`src/logic/bors_pkg.sv`:
```
// Package: constants and carrier types for the brown-out reset sequencer
package bors_pkg;

  // ----------------------------------------------------------------
  // Clock and timing
  // ----------------------------------------------------------------
  localparam int unsigned CLK_HZ = 10_000_000;
  localparam int unsigned CLK_PERIOD_NS = 100;
  // Power-up delay in ms, and its count in clock cycles
  localparam int unsigned PWRUP_DELAY_MS = 96;
  localparam int unsigned PWRUP_CYCLES = PWRUP_DELAY_MS * (CLK_HZ / 1000);
  // Oscillator start-up delay in oscillator periods
  localparam int unsigned OSC_STARTUP_PERIODS = 1024;
  // Minimum low-supply time before reset is taken, in ns
  localparam int unsigned DIP_MIN_NS = 1000;
  localparam int unsigned DIP_CYCLES =
    (DIP_MIN_NS + CLK_PERIOD_NS - 1) / CLK_PERIOD_NS;
  localparam int unsigned CNT_W = 24;
  localparam int unsigned DIP_W = 8;

  // ----------------------------------------------------------------
  // Interrupt vector and cause layout
  // ----------------------------------------------------------------
  localparam logic [15:0] IRQ_VECTOR = 16'h0020;
  localparam logic [15:0] RESET_VECTOR = 16'h0000;
  localparam int unsigned CAUSE_W = 8;
  localparam logic [CAUSE_W-1:0] CAUSE_RST = 8'h00;

  // ----------------------------------------------------------------
  // Reset kinds and states
  // ----------------------------------------------------------------
  typedef enum logic [2:0] {
    BORS_RK_NONE,
    BORS_RK_POWERON,
    BORS_RK_LOWSUP,
    BORS_RK_MASTER_CLEAR_INPUT,
    BORS_RK_WDT,
    BORS_RK_WAKE
  } bors_reset_kind_t;

  typedef enum {
    BORS_ST_HOLD,
    BORS_ST_DELAY,
    BORS_ST_RUN
  } bors_state_t;

  // Wake event as seen by the core
  typedef struct packed {
    logic valid;
    logic [CAUSE_W-1:0] core_cause;
    logic [CAUSE_W-1:0] periph_a_cause;
    logic [CAUSE_W-1:0] periph_b_cause;
  } bors_wake_t;

  // Program counter load directive
  typedef struct packed {
    logic load;
    logic push;
    logic [15:0] addr;
  } bors_pc_t;

endpackage

```
`src/logic/bors_filter.sv`:
```
// Sync and dip qualifier for the supply-low input
`timescale 1ns/1ps
module bors_filter (
  input wire logic mclk_i,
  input wire logic reset_n_i,
  input wire logic low_i,
  output logic low_sync_o,
  output logic low_qual_o
);
  import bors_pkg::*;

  logic [2:0] sync_q;
  logic [2:0] sync_d;
  logic stable_q;
  logic stable_d;
  logic [DIP_W-1:0] cnt_q;
  logic [DIP_W-1:0] cnt_d;
  logic qual_q;
  logic qual_d;

  // Three-stage sync; a change counts once stages two and three agree
  always_comb begin
    sync_d = {sync_q[1:0], low_i};
    stable_d = stable_q;
    if (sync_q[2] == sync_q[1]) begin
      stable_d = sync_q[2];
    end
    cnt_d = cnt_q;
    qual_d = qual_q;
    if (!stable_q) begin
      cnt_d = '0;
      qual_d = 1'b0;
    end else if (cnt_q < DIP_W'(DIP_CYCLES)) begin
      // Short dips never reach the count, so never reset the chip once running
      cnt_d = cnt_q + DIP_W'(1);
    end else begin
      qual_d = 1'b1;
    end
  end

  always_ff @(posedge mclk_i or negedge reset_n_i) begin
    if (!reset_n_i) begin
      sync_q <= 3'h0;
      stable_q <= 1'b0;
      cnt_q <= '0;
      qual_q <= 1'b0;
    end else begin
      sync_q <= sync_d;
      stable_q <= stable_d;
      cnt_q <= cnt_d;
      qual_q <= qual_d;
    end
  end

  assign low_sync_o = stable_q;
  assign low_qual_o = qual_q;
endmodule

```
`src/logic/bors_sequencer.sv`:
```
// Brown-out reset sequencer with start-up delays and wake handling
// ----------------------------------------------------------------
// ----------------------------------------------------------------
`timescale 1ns/1ps
module bors_sequencer #(
  // Power-up delay in clock cycles; a test may shorten it
  parameter int unsigned PWRUP_CYC = bors_pkg::PWRUP_CYCLES
) (
  input wire logic mclk_i,
  input wire logic reset_n_i,
  input wire logic brownout_enable_fuse_i,
  input wire logic supply_low_i,
  input wire logic master_clear_input_n_i,
  input wire logic wdt_timeout_i,
  input wire logic osc_tick_i,
  input wire logic sleeping_i,
  input wire logic global_irq_disable_i,
  input wire logic [bors_pkg::CAUSE_W-1:0] core_irq_cause_i,
  input wire logic [bors_pkg::CAUSE_W-1:0] periph_a_cause_i,
  input wire logic [bors_pkg::CAUSE_W-1:0] periph_b_cause_i,
  output logic chip_reset_n_o,
  output bors_pkg::bors_reset_kind_t reset_kind_o,
  output logic load_defaults_o,
  output logic set_global_irq_disable_o,
  output bors_pkg::bors_pc_t pc_o,
  output bors_pkg::bors_wake_t wake_o
);
  import bors_pkg::*;

  // ----------------------------------------------------------------
  // Input conditioning
  // ----------------------------------------------------------------
  logic low_sync;
  logic low_qual;
  logic [2:0] master_clear_input_sync_q;
  logic [2:0] master_clear_input_sync_d;
  logic master_clear_input_q;
  logic master_clear_input_d;

  bors_filter u_filter (
    .mclk_i(mclk_i),
    .reset_n_i(reset_n_i),
    .low_i(supply_low_i),
    .low_sync_o(low_sync),
    .low_qual_o(low_qual)
  );

  // Master clear pin is asynchronous; same three-stage treatment
  always_comb begin
    master_clear_input_sync_d = {master_clear_input_sync_q[1:0], ~master_clear_input_n_i};
    master_clear_input_d = master_clear_input_q;
    if (master_clear_input_sync_q[2] == master_clear_input_sync_q[1]) begin
      master_clear_input_d = master_clear_input_sync_q[2];
    end
  end

  always_ff @(posedge mclk_i or negedge reset_n_i) begin
    if (!reset_n_i) begin
      master_clear_input_sync_q <= 3'h0;
      master_clear_input_q <= 1'b0;
    end else begin
      master_clear_input_sync_q <= master_clear_input_sync_d;
      master_clear_input_q <= master_clear_input_d;
    end
  end

  // ----------------------------------------------------------------
  // Reset sequencing state machine
  // ----------------------------------------------------------------
  logic bor_active;
  logic bor_trip;
  logic lowsup_hold;
  bors_state_t state_q;
  bors_state_t state_d;
  logic [CNT_W-1:0] powerup_delay_timer_q;
  logic [CNT_W-1:0] powerup_delay_timer_d;
  logic [10:0] ost_q;
  logic [10:0] ost_d;
  logic rst_n_q;
  logic rst_n_d;
  bors_reset_kind_t kind_q;
  bors_reset_kind_t kind_d;
  logic dflt_q;
  logic dflt_d;

  assign bor_active = brownout_enable_fuse_i;
  assign bor_trip = bor_active & low_qual;
  // Once in reset, the raw synced level holds it, no dip filtering
  assign lowsup_hold = bor_active & low_sync;

  always_comb begin
    state_d = state_q;
    powerup_delay_timer_d = powerup_delay_timer_q;
    ost_d = ost_q;
    kind_d = kind_q;
    rst_n_d = rst_n_q;
    dflt_d = 1'b0;
    case (state_q)
      BORS_ST_HOLD: begin
        rst_n_d = 1'b0;
        powerup_delay_timer_d = '0;
        ost_d = '0;
        if (!lowsup_hold && !master_clear_input_q) begin
          state_d = BORS_ST_DELAY;
        end
      end
      BORS_ST_DELAY: begin
        rst_n_d = 1'b0;
        if (lowsup_hold) begin
          state_d = BORS_ST_HOLD;
          kind_d = BORS_RK_LOWSUP;
          dflt_d = 1'b1;
        end else if (master_clear_input_q) begin
          state_d = BORS_ST_HOLD;
          kind_d = BORS_RK_MASTER_CLEAR_INPUT;
          dflt_d = 1'b1;
        end else begin
          // Both timers run; release waits for the later one
          if (powerup_delay_timer_q < CNT_W'(PWRUP_CYC)) begin
            powerup_delay_timer_d = powerup_delay_timer_q + CNT_W'(1);
          end
          if (osc_tick_i && ost_q < 11'(OSC_STARTUP_PERIODS)) begin
            ost_d = ost_q + 11'h001;
          end
          if (powerup_delay_timer_q >= CNT_W'(PWRUP_CYC) &&
              ost_q >= 11'(OSC_STARTUP_PERIODS)) begin
            state_d = BORS_ST_RUN;
            rst_n_d = 1'b1;
          end
        end
      end
      BORS_ST_RUN: begin
        if (bor_trip) begin
          state_d = BORS_ST_HOLD;
          kind_d = BORS_RK_LOWSUP;
          rst_n_d = 1'b0;
          dflt_d = 1'b1;
        end else if (master_clear_input_q) begin
          state_d = BORS_ST_HOLD;
          kind_d = BORS_RK_MASTER_CLEAR_INPUT;
          rst_n_d = 1'b0;
          dflt_d = 1'b1;
        end else if (wdt_timeout_i) begin
          // Watchdog reset also reruns the start-up delays from zero
          state_d = BORS_ST_DELAY;
          powerup_delay_timer_d = '0;
          ost_d = '0;
          kind_d = BORS_RK_WDT;
          rst_n_d = 1'b0;
          dflt_d = 1'b1;
        end
      end
      default: begin
        state_d = BORS_ST_HOLD;
        rst_n_d = 1'b0;
      end
    endcase
  end

  // Power-on is the asynchronous reset; defaults load from it
  always_ff @(posedge mclk_i or negedge reset_n_i) begin
    if (!reset_n_i) begin
      state_q <= BORS_ST_HOLD;
      powerup_delay_timer_q <= '0;
      ost_q <= 11'h000;
      rst_n_q <= 1'b0;
      kind_q <= BORS_RK_POWERON;
      dflt_q <= 1'b1;
    end else begin
      state_q <= state_d;
      powerup_delay_timer_q <= powerup_delay_timer_d;
      ost_q <= ost_d;
      rst_n_q <= rst_n_d;
      kind_q <= kind_d;
      dflt_q <= dflt_d;
    end
  end

  // ----------------------------------------------------------------
  // Wake from sleep and interrupt vectoring
  // ----------------------------------------------------------------
  logic [CAUSE_W-1:0] any_cause;
  bors_wake_t wake_q;
  bors_wake_t wake_d;
  bors_pc_t pc_q;
  bors_pc_t pc_d;
  logic gdis_q;
  logic gdis_d;

  assign any_cause = core_irq_cause_i | periph_a_cause_i | periph_b_cause_i;

  always_comb begin
    wake_d = '0;
    pc_d = '0;
    gdis_d = 1'b0;
    if (!rst_n_q) begin
      // Reset leaves flags at defaults and the counter at the reset vector
      wake_d.core_cause = CAUSE_RST;
      pc_d.addr = RESET_VECTOR;
    end else if (sleeping_i && |any_cause) begin
      // Cause flags reported; other contents stay untouched
      wake_d.valid = 1'b1;
      wake_d.core_cause = core_irq_cause_i;
      wake_d.periph_a_cause = periph_a_cause_i;
      wake_d.periph_b_cause = periph_b_cause_i;
      if (!global_irq_disable_i) begin
        pc_d.load = 1'b1;
        pc_d.push = 1'b1;
        pc_d.addr = IRQ_VECTOR;
        gdis_d = 1'b1;
      end
    end else if (!sleeping_i && |any_cause && !global_irq_disable_i) begin
      pc_d.load = 1'b1;
      pc_d.push = 1'b1;
      pc_d.addr = IRQ_VECTOR;
      gdis_d = 1'b1;
    end
  end

  always_ff @(posedge mclk_i or negedge reset_n_i) begin
    if (!reset_n_i) begin
      wake_q <= '0;
      pc_q <= '0;
      gdis_q <= 1'b0;
    end else begin
      wake_q <= wake_d;
      pc_q <= pc_d;
      gdis_q <= gdis_d;
    end
  end

  // ----------------------------------------------------------------
  // Outputs, all registered
  // ----------------------------------------------------------------
  assign chip_reset_n_o = rst_n_q;
  assign reset_kind_o = kind_q;
  assign load_defaults_o = dflt_q;
  assign pc_o = pc_q;
  assign wake_o = wake_q;
  assign set_global_irq_disable_o = gdis_q;

  // ----------------------------------------------------------------
  // Checks
  // ----------------------------------------------------------------
  fuse_off_run_a: assert property (@(posedge mclk_i) disable iff (!reset_n_i)
    (!brownout_enable_fuse_i && state_q == BORS_ST_RUN && !master_clear_input_q &&
     !wdt_timeout_i) |=> state_q == BORS_ST_RUN)
    else $error("reset taken with brown-out fuse clear");
  low_hold_a: assert property (@(posedge mclk_i) disable iff (!reset_n_i)
    (lowsup_hold && !chip_reset_n_o) |=> !chip_reset_n_o)
    else $error("reset released while supply low");
  trip_reset_a: assert property (@(posedge mclk_i) disable iff (!reset_n_i)
    (bor_trip && state_q == BORS_ST_RUN) |=> !chip_reset_n_o &&
    reset_kind_o == BORS_RK_LOWSUP)
    else $error("qualified low supply did not reset");
  delay_min_a: assert property (@(posedge mclk_i) disable iff (!reset_n_i)
    $rose(chip_reset_n_o) |-> $past(powerup_delay_timer_q) >= CNT_W'(PWRUP_CYC) &&
    $past(ost_q) >= 11'(OSC_STARTUP_PERIODS))
    else $error("released before start-up delays ended");
  timer_clear_a: assert property (@(posedge mclk_i) disable iff (!reset_n_i)
    (state_q == BORS_ST_DELAY && lowsup_hold) |=> ##1 powerup_delay_timer_q == '0 &&
    ost_q == 11'h000)
    else $error("start-up timers not reinitialised");
  restart_a: assert property (@(posedge mclk_i) disable iff (!reset_n_i)
    (state_q == BORS_ST_HOLD && lowsup_hold) |=>
    state_q == BORS_ST_HOLD && powerup_delay_timer_q == '0)
    else $error("timer ran while supply low");
  wake_vec_a: assert property (@(posedge mclk_i) disable iff (!reset_n_i)
    (rst_n_q && sleeping_i && |any_cause && !global_irq_disable_i) |=>
    pc_o.load && pc_o.addr == IRQ_VECTOR && set_global_irq_disable_o)
    else $error("irq wake did not vector");
  wake_flag_a: assert property (@(posedge mclk_i) disable iff (!reset_n_i)
    (rst_n_q && sleeping_i && |any_cause) |=> wake_o.valid &&
    |(wake_o.core_cause | wake_o.periph_a_cause |
      wake_o.periph_b_cause))
    else $error("wake without cause flags");
  dflt_a: assert property (@(posedge mclk_i) disable iff (!reset_n_i)
    wake_o.valid |-> !load_defaults_o)
    else $error("wake loaded defaults");
  sync_rel_a: assert property (@(posedge mclk_i) disable iff (!reset_n_i)
    $rose(chip_reset_n_o) |-> state_q == BORS_ST_RUN)
    else $error("release not aligned to state");

  release_c: cover property (@(posedge mclk_i) disable iff (!reset_n_i)
    $rose(chip_reset_n_o));
  lowsup_c: cover property (@(posedge mclk_i) disable iff (!reset_n_i)
    state_q == BORS_ST_DELAY && lowsup_hold);
  wake_c: cover property (@(posedge mclk_i) disable iff (!reset_n_i)
    wake_o.valid && pc_o.load);
endmodule

```
`config.mk`:
```
export PLATFORM = sky130hd
export DESIGN_NAME = bors_sequencer
export DESIGN_NICKNAME = d
export VERILOG_FILES = /design/src/logic/bors_pkg.sv /design/src/logic/bors_filter.sv /design/src/logic/bors_sequencer.sv
export SDC_FILE = /design/constraint.sdc
export NUM_CORES = 1
export LEC_CHECK = 0
export BUFFER_PORTS_ARGS = -buffer_cell sky130_fd_sc_hd__buf_4
export CAP_MARGIN = 20
export CORE_ASPECT_RATIO = 1.1
export CORE_MARGIN = 2
export CORE_UTILIZATION = 30
export DETAILED_ROUTE_END_ITERATION = 8
export RECOVER_POWER = 100
export SLEW_MARGIN = 20
export SYNTH_ARGS = -nofsm -noshare
export SYNTH_HDL_FRONTEND = slang
export SYNTH_HIERARCHICAL = 1
export SYNTH_SLANG_ARGS = --single-unit
export TNS_END_PERCENT = 30
```
`constraint.sdc`:
```
create_clock -name mclk_i -period 3.21 [get_ports mclk_i]
set_input_delay 0.321 -clock mclk_i [delete_from_list [all_inputs] [get_ports mclk_i]]
set_output_delay 0.321 -clock mclk_i [all_outputs]
set_load 0.1 [all_outputs]
```
; ---- Yosys cells after proc, flatten, opt, wreduce, memory -nomap -nowiden
; Cells that the tools add are included.
; W data, S select, Z words.
[word_totals]
register_bits = 133
word_cells = 126
output_inout_bits = 49
in_bits = 33
[classes]
reduce_logical = 18
addsub = 3
bitwise = 5
muxes = 58
order_cmp = 5
n_eq_ne = 17
[ops]
columns = cell, n
row1 = $mux W32, 7
row2 = $mux W24, 6
row3 = $pmux W32 S3, 1
row4 = $pmux W24 S3, 1
row5 = $mux W11, 6
row6 = $mux W18, 3
row7 = $pmux W11 S3, 1
row8 = $eq A32 B1 Y1 const B, 1
row9 = $eq A32 B2 Y1 const B, 1
row10 = $logic_not A32 Y1, 1
row11 = $mux W16, 2
row12 = $mux W25, 1
row13 = $add A24 B1 Y24 const B, 1
row14 = $ge A24 B20 Y1 const B, 1
row15 = $lt A24 B20 Y1 const B, 1
row16 = $mux W8, 3
row17 = $ne A2 B2 Y1 const B, 10
row18 = $mux W1, 18
row19 = $or A8 B8 Y8, 2
row20 = $mux W3, 5
row21 = $reduce_and A7 Y1, 2
row22 = $add A11 B1 Y11 const B, 1
row23 = $ge A11 B11 Y1 const B, 1
row24 = $lt A11 B11 Y1 const B, 1
row25 = 16 further kinds, 29

; ---- Logic depth before layout (Yosys ltp)
; Gate-level depths: netlist (run 1).
[logic_depth]
word_depth = 8
ltp_mapped = 9
depth_no_buf = 7

; ---- Hierarchy
; The synthesis (run 1) kept the hierarchy.
[modules_own_cells]
columns = mod, area_per_inst_um2, n_inst, seq_area_each_um2, cells_each
row1 = bors_sequencer, 3558.4, 1, 1804.2, 354
row2 = bors_filter, 501.7, 1, 325.3, 38

; ---- Worst setup path before layout (run 1)
; Ideal clock, no wire load.
[synth_timing]
path_kind = register to register
from = register state_q[0]
to = register powerup_delay_timer_q[18]
arrival_time_ns = 2.142
synth_period_minus_slack_ns = 2.220
required_time_ns = 3.132
n_path_buf = 1
slack_ns = 0.990
stages_incl_launch_ff = 9
setup_ns = 0.078
path_cell_list = dfrtp_1 > inv_1 > ha_1 > buf_2 > nor2_1 > o221ai_2 > or4b_4 > or4_1 > a21oi_1
[synth_via]
elab_chain_len = 3
word_cells_on_any_way = 12
classes_between = eq/ne (8) / mux (1) / reduce/logical (3)
[synth_lines]
columns = element, line
row1 = start: declaration, bors_sequencer.sv:73  ; bors_state_t state_q;
row2 = start signal: assignment, bors_sequencer.sv:170  ; state_q <= state_d;
row3 = $eq A32 B1 Y1 (tied with other cells), bors_sequencer.sv:98  ; case (state_q)
row4 = $ne A2 B2 Y1 (no source line) / $reduce_bool A3 Y1 (equally long branches), --
row5 = $reduce_and A7 Y1 (no source line), --
row6 = end signal: assignment, bors_sequencer.sv:171  ; powerup_delay_timer_q <= powerup_delay_timer_d;
row7 = end: declaration, bors_sequencer.sv:75  ; logic [CNT_W-1:0] powerup_delay_timer_q;
; Several ways; a longest one is shown, not always the timed one.
; A chain may end at the register's enable or synchronous reset.

; ---- Worst setup path after layout (run 1)
[layout_timing]
from = register state_q[1]
to = register powerup_delay_timer_q[18]
; Same word-level chain as after synthesis.

==> qor.yml, run 1 <==
pwr:
  p_total_mw: 2.80
  clkPwrFrac_pct: 36.8
  cellInternalPower_mw: 1.84
  p_seq_share_pct: 42.0
  peakVddDrop_uv: 342
  leakage_nw: 2.10
  power.switching_uw: 958
  switching_share_pct: 34.2
  comb_power_share_pct: 21.2
  p_per_area_nw_per_um2: 581
synthesis:
  synth_top_area_share_pct: 51.2
  synth_top_flop_cell: "dfrtp_1"
  synth_top_cell_by_area: "dfrtp_1"
  synth.area.top_cells: "dfrtp_1 51%, and2_1 5.2%, buf_4 3.3%"
  ys_types: 62
  synth_area_um2: 4060
  synthCells: 392
  ys_warn_count: 6
  syn_area_per_cell_um2: 10.4
  synth_common_cells: "83 x dfrtp_1, 34 x and2_1, 31 x nand2_1, 21 x inv_1, 19 x nand3_1"
  synth.most_common_cell: "dfrtp_1"
  ys_seq_area_share_pct: 52.4
  async_flop_share_pct: 100
  ys_ff_latch: 85
  synth_enable_flop_cells: 0
clock_tree:
  cts.htree.levels: 3
  clock_latency_ns: 0.34
  cts.sinks: 85
  cts_resized: 0
  cts-buffers-inserted: 9
  cts_root_buffer: "clkbuf_16"
  cts_tree: "yes"
  cts.clk_slew.worst_paths_ns: 0.07
  cts_setup_buffers: 0
  clockBufferDepth: 2
  cts_hold_buf: 1
setup_path:
  cp-start-kind: "flip-flop"
  required_ns: 3.46
  path_class: "flip-flop to flip-flop"
  worst-path-buf-inv: 2
  cp.arrival_ns: 2.98
  cp_slowest_stage_delay_ns: 0.61
  cp_cell_sequence: "inv_1, ha_1, clkbuf_1, nor2_1, o221ai_2, or4b_1, or4_1, a21oi_1"
  worstPathMaxFanout: 15
  cp_slowest_cell: "or4b_1"
  worst_path_dominant_cell_family: "simple AND/OR/NAND/NOR gates"
  endpoint_kind: "flip-flop"
routing:
  route.vias.total: 3093
  drtAntennaViolNets: 0
  routed_via_density: 4.95
  first_pass_iters: 4
  drt-initial-drc-count: 141
  post-route-drc-count: 0
  wl_mm: 8.23
  avgRoutedWirePerCell_um: 13.2
timing:
  worst_slew_pin_slew_ns: 1.85
  setup_tns_ns: 0
  period_share_pct: 85.2
  final_max_slew_viol_count: 36
  relSlewSlack_pct: -23.1
  rsz0062_at_grt: "false"
  hold_viol_final: 0
  min_period_ns: 2.74
  setup_violations: 0
  fmax_mhz: 366
  skew_ns: 0.0134
global_route:
  grt_max_degree: 36
  grt_pass1_vias: 3084
  grt_pass1_wl_mm: 14.2
  grt.overflow.total: 0
  grt_usage_pct: 12.2
  antenna_found_initial: 0
floorplan:
  rows: 44
  io_pins: 82
  dieArea_um2: 14500
  fp.coreArea_um2: 13200
  initial_core_util_pct: 30.7
  fp.dieW_um: 115
  die_y_um: 126
hold_path:
  holdCritPathClass: "primary input to flip-flop"
placement:
  globalplace.congestion: 0.817
  place_hpwl_mm: 6.12
  portBuffers: 66
status:
  violations: "capacitance limit, slew limit"
  outcome: "finished, violations left"
layout:
  area_growth_pct: 18.6
  layout-drive-gt1-share_pct: 13.1
  diodes: 0
  nNetsFinal: 500
  fill_cells: 1347
run:
  max-cap-violations: 1
per-layer routing:
metal / global-route usage (%) / share of wire (%)
met3: 4.91 / 8.6
met1: 15.5 / 44
met5: 0 / 0
met2: 18.2 / 45
met4: 5.46 / 2.2
layout make-up:
cell class                 instances  area [um2]  area share (%)
clock buffer                       9         225            4.68
clock inverter                     7        71.3            1.48
inverter                          21        78.8            1.64
multi-input combinational        270        1700            35.4
sequential                        85        2130            44.2
tap                              161         201            4.18
timing repair buffer              72         404            8.39
layout by cell type (no fill, tap or decap), drive strengths merged, types with 10 or more instances in the layout:
cell / n
nand2: 31
o211ai: 13
nor4: 12
dfrtp: 83
and2: 34
clkbuf: 49
o21ai: 12
inv: 27
nor2: 18
or4: 10
nand3: 19
a21oi: 13
conb: 15
buf: 31
power groups by stage:
stage                     Clock, mW  Sequential [mW]  Combinational [mW]
after floorplan                   0             1.25               0.399
after detailed placement          0             1.19               0.618
final                          1.03             1.17               0.593
after CTS                      1.06             1.17               0.620
after global placement            0             1.19               0.609
after global routing           1.10             1.18               0.659
metrics by stage:
stage / worst slack (ns) / util (%) / hold WS [ns] / instance area (um2) / std cells
global placement: 0.808 / 35.3 / 0.288 / 4670 / 608
detailed placement: 0.750 / 35.3 / 0.297 / 4670 / 608
floorplan: 0.990 / - / 0.0254 / 4110 / 406
finish: 0.475 / 36.4 / 0.106 / 4810 / 625
CTS: 0.725 / 37.6 / 0.0729 / 4970 / 625
global route: 0.276 / 36.4 / 0.0934 / 4810 / 625
cells by family (layout without fill, tap and decap cells):
logic type      after synthesis  after routing  synth area share [%]
compound gates               74             74                  13.2
xor+xnor                      7              7                  1.51
fa+ha+maj                    10             10                  2.96
buf+inv                      51            109                  6.41
flops                        85             85                  52.4
mux                           4              4                  1.02
other cells                   1             15                0.0924
simple gates                160            160                  22.4
registers in the layout, indices dropped and copies added (netlist names):
signal and flops:
chip_reset_n_o 1, load_defaults_o 1, master_clear_input_q 1, master_clear_input_sync_q 3, ost_q 11, pc_o 1, powerup_delay_timer_q 24, reset_kind_o 3
state_q 2, u_filter/cnt_q 8, u_filter/low_qual_o 1, u_filter/low_sync_o 1, u_filter/sync_q 3, wake_o 25
worst register-to-register path: cells and delay by family (launching register included):
family,cells,cell delay (ns)
flip-flops,1,0.39
AND/OR/NAND/NOR,3,1.30
buffers and inverters,2,0.39
AO/OA/AOI/OAI,2,0.37
adder cells (fa/ha/maj),1,0.19
final timing paths:
check | from | end | slack (ns) | cells past startpoint
setup / recovery | state_q[1] | powerup_delay_timer_q[18] | 0.47 | 8
setup reg to reg | state_q[1] | powerup_delay_timer_q[18] | 0.47 | 8
hold reg to reg | master_clear_input_sync_q[0] | master_clear_input_sync_q[1] | 0.35 | 0
min in group asynchronous | reset_n_i | master_clear_input_sync_q[0] | 1.03 | 2
max in group asynchronous | reset_n_i | load_defaults_o | 0.95 | 3
hold / removal | supply_low_i | u_filter/sync_q[0] | 0.11 | 1
Note: power is estimated with default switching activity, not from simulation.
==> run 2, diff against run 1 <==
--- a/config.mk
+++ b/config.mk
@@ -11,6 +11,7 @@
 export CORE_MARGIN = 2
 export CORE_UTILIZATION = 30
 export DETAILED_ROUTE_END_ITERATION = 8
+export HOLD_SLACK_MARGIN = 0.15
 export RECOVER_POWER = 100
 export SLEW_MARGIN = 20
 export SYNTH_ARGS = -nofsm -noshare
==> qor.yml, run 2 (same netlist as run 1, synthesis figures left out) <==
clock_tree:
  clockBufferDepth: 2  # unchanged
  clock_latency_ns: 0.34  # about the same
  cts-buffers-inserted: 9  # unchanged
  cts_resized: 0  # unchanged
  cts.clk_slew.worst_paths_ns: 0.07  # about the same
  cts_setup_buffers: 0  # unchanged
  cts.htree.levels: 3  # unchanged
  cts_hold_buf: 4  # was 1
  cts.sinks: 85  # unchanged
  cts_root_buffer: "clkbuf_16"  # unchanged
  cts_tree: "yes"  # unchanged
status:
  outcome: "finished, violations left"  # unchanged
  violations: "capacitance limit, slew limit"  # unchanged
setup_path:
  ff2ff_path_depth: 8  # unchanged
  path_class: "flip-flop to flip-flop"  # unchanged
  endpoint_kind: "flip-flop"  # unchanged
  worstReg2RegEnd: "powerup_delay_timer_q[18]"  # unchanged
  required_ns: 3.46  # about the same
  cp-start-kind: "flip-flop"  # unchanged
  cp.arrival_ns: 2.99  # was 2.98 ns
  timing.rr.start: "state_q[1]"  # unchanged
  reg2reg_slack_ns: 0.47  # about the same
  worstPathMaxFanout: 15  # unchanged
routing:
  wl_mm: 8.30  # was 8.23 mm
  avgRoutedWirePerCell_um: 13.2  # about the same
  first_pass_iters: 4  # unchanged
  route.vias.total: 3095  # was 3093
  drtAntennaViolNets: 0  # unchanged
  routed_via_density: 4.93  # was 4.95
  drt-initial-drc-count: 144  # was 141
  post-route-drc-count: 0  # unchanged
floorplan:
  fp.dieW_um: 115  # unchanged
  initial_core_util_pct: 30.7  # unchanged
  io_pins: 82  # unchanged
  rows: 44  # unchanged
  dieArea_um2: 14500  # unchanged
  die_y_um: 126  # unchanged
  fp.coreArea_um2: 13200  # unchanged
timing:
  setup_slack_ns: 0.473  # was 0.475 ns
  rsz0062_at_grt: "false"  # unchanged
  relSlewSlack_pct: -24.1  # was -23.1%
  hold_slack_ns: 0.202  # was 0.106 ns
  period_share_pct: 85.3  # was 85.2%
  fmax_mhz: 365  # was 366 MHz
  skew_ns: 0.0128  # was 0.0134 ns
  setup_violations: 0  # unchanged
  min_period_ns: 2.74  # about the same
  final_max_slew_viol_count: 36  # unchanged
  hold_viol_final: 0  # unchanged
  worst_slew_pin_slew_ns: 1.86  # was 1.85 ns
  setup_tns_ns: 0  # unchanged
placement:
  portBuffers: 66  # unchanged
  globalplace.congestion: 0.817  # unchanged
  place_inst: 608  # unchanged
  place_hpwl_mm: 6.12  # unchanged
  dp_slack_ns: 0.750  # unchanged
pwr:
  peakVddDrop_uv: 342  # about the same
  leakage_nw: 2.11  # was 2.10 nW
  p_per_area_nw_per_um2: 578  # was 581 nW/um2
layout:
  area_growth_pct: 19.3  # was 18.6%
  layout-drive-gt1-share_pct: 13.1  # about the same
  fill_cells: 1345  # was 1347
  regArea_um2: 2130  # unchanged
  fin_util_pct: 36.7  # was 36.4%
  layout_common_cells: "83 x dfrtp_1, 37 x clkbuf_1, 31 x nand2_1, 31 x buf_4, 24 x and2_0"  # unchanged
  multiInputGateArea_um2: 1700  # unchanged
  largest_reg_flops: 25  # unchanged
  diodes: 0  # unchanged
  final-instance-count-excl-fill: 628  # was 625
  final_common_cell: "dfrtp_1"  # unchanged
  nNetsFinal: 503  # was 500
global_route:
  grt.overflow.total: 0  # unchanged
  grt_max_degree: 36  # unchanged
  grt_pass1_vias: 3087  # was 3084
  antenna_found_initial: 0  # unchanged
  grt_pass1_wl_mm: 14.3  # was 14.2 mm
  grt_usage_pct: 12.3  # was 12.2%
hold_path:
  min_to: "wake_o[9]"  # was u_filter/sync_q[0]
  hold_start: "periph_a_cause_i[1]"  # was supply_low_i
  hold_depth: 2  # was 1
  holdCritPathClass: "primary input to flip-flop"  # unchanged
run:
  max-cap-violations: 1  # unchanged
-- run 2: cell count changes in the layout (fill, tap and decap cells not counted), sizes merged --
cell         delta
dlygate4sd3     +3
-- run 2: worst max-delay path by stage --
stage / from / to / slack, ns / depth (start not counted)
finish: state_q[1] / powerup_delay_timer_q[18] / 0.47 / 8
global route: state_q[1] / powerup_delay_timer_q[19] / 0.28 / 8
CTS: state_q[1] / powerup_delay_timer_q[18] / 0.73 / 8
detailed placement: state_q[1] / powerup_delay_timer_q[18] / 0.75 / 8
global placement: state_q[1] / powerup_delay_timer_q[18] / 0.81 / 8
floorplan: state_q[0] / powerup_delay_timer_q[18] / 0.99 / 8
-- run 2: area by class of cell --
type / count / share of cell area, %
multi-input cells: 270 / 35.2
flip-flops and latches: 85 / 44.0
well taps: 161 / 4.16
clock inverters: 7 / 1.47
repair buffers: 75 / 8.96
inverters: 21 / 1.63
clock buffers: 9 / 4.65
-- run 2: power breakdown --
group / internal (mW) / leakage [nW] / switching [mW]
Sequential: 1.12 / 1.15 / 0.0504
Clock: 0.553 / 0.148 / 0.476
Combinational: 0.164 / 0.813 / 0.432
Total: 1.84 / 2.11 / 0.958
-- run 2: worst max-delay path, cell delays in order (launching register included) --
cell and delay, ns:
dfrtp_1 0.39, inv_1 0.07, ha_1 0.19, clkbuf_1 0.33
nor2_1 0.27, o221ai_2 0.21, or4b_1 0.61, or4_1 0.42
a21oi_1 0.16
-- run 2: metrics by stage --
step	power [mW]	area, um2
2_1_floorplan	1.65	4110
3_3_place_gp	1.80	4670
3_5_place_dp	1.81	4670
4_1_cts	2.86	5000
5_1_grt	2.95	4840
6_report	2.80	4840
-- run 2: layer usage --
metal	GRT usage, %	wire length [um]	vias up
li1	-	-	1515
met1	15.6	3660	1479
met2	18.3	3780	86
met3	4.91	677	15
met4	5.46	184	0
met5	0	0	-
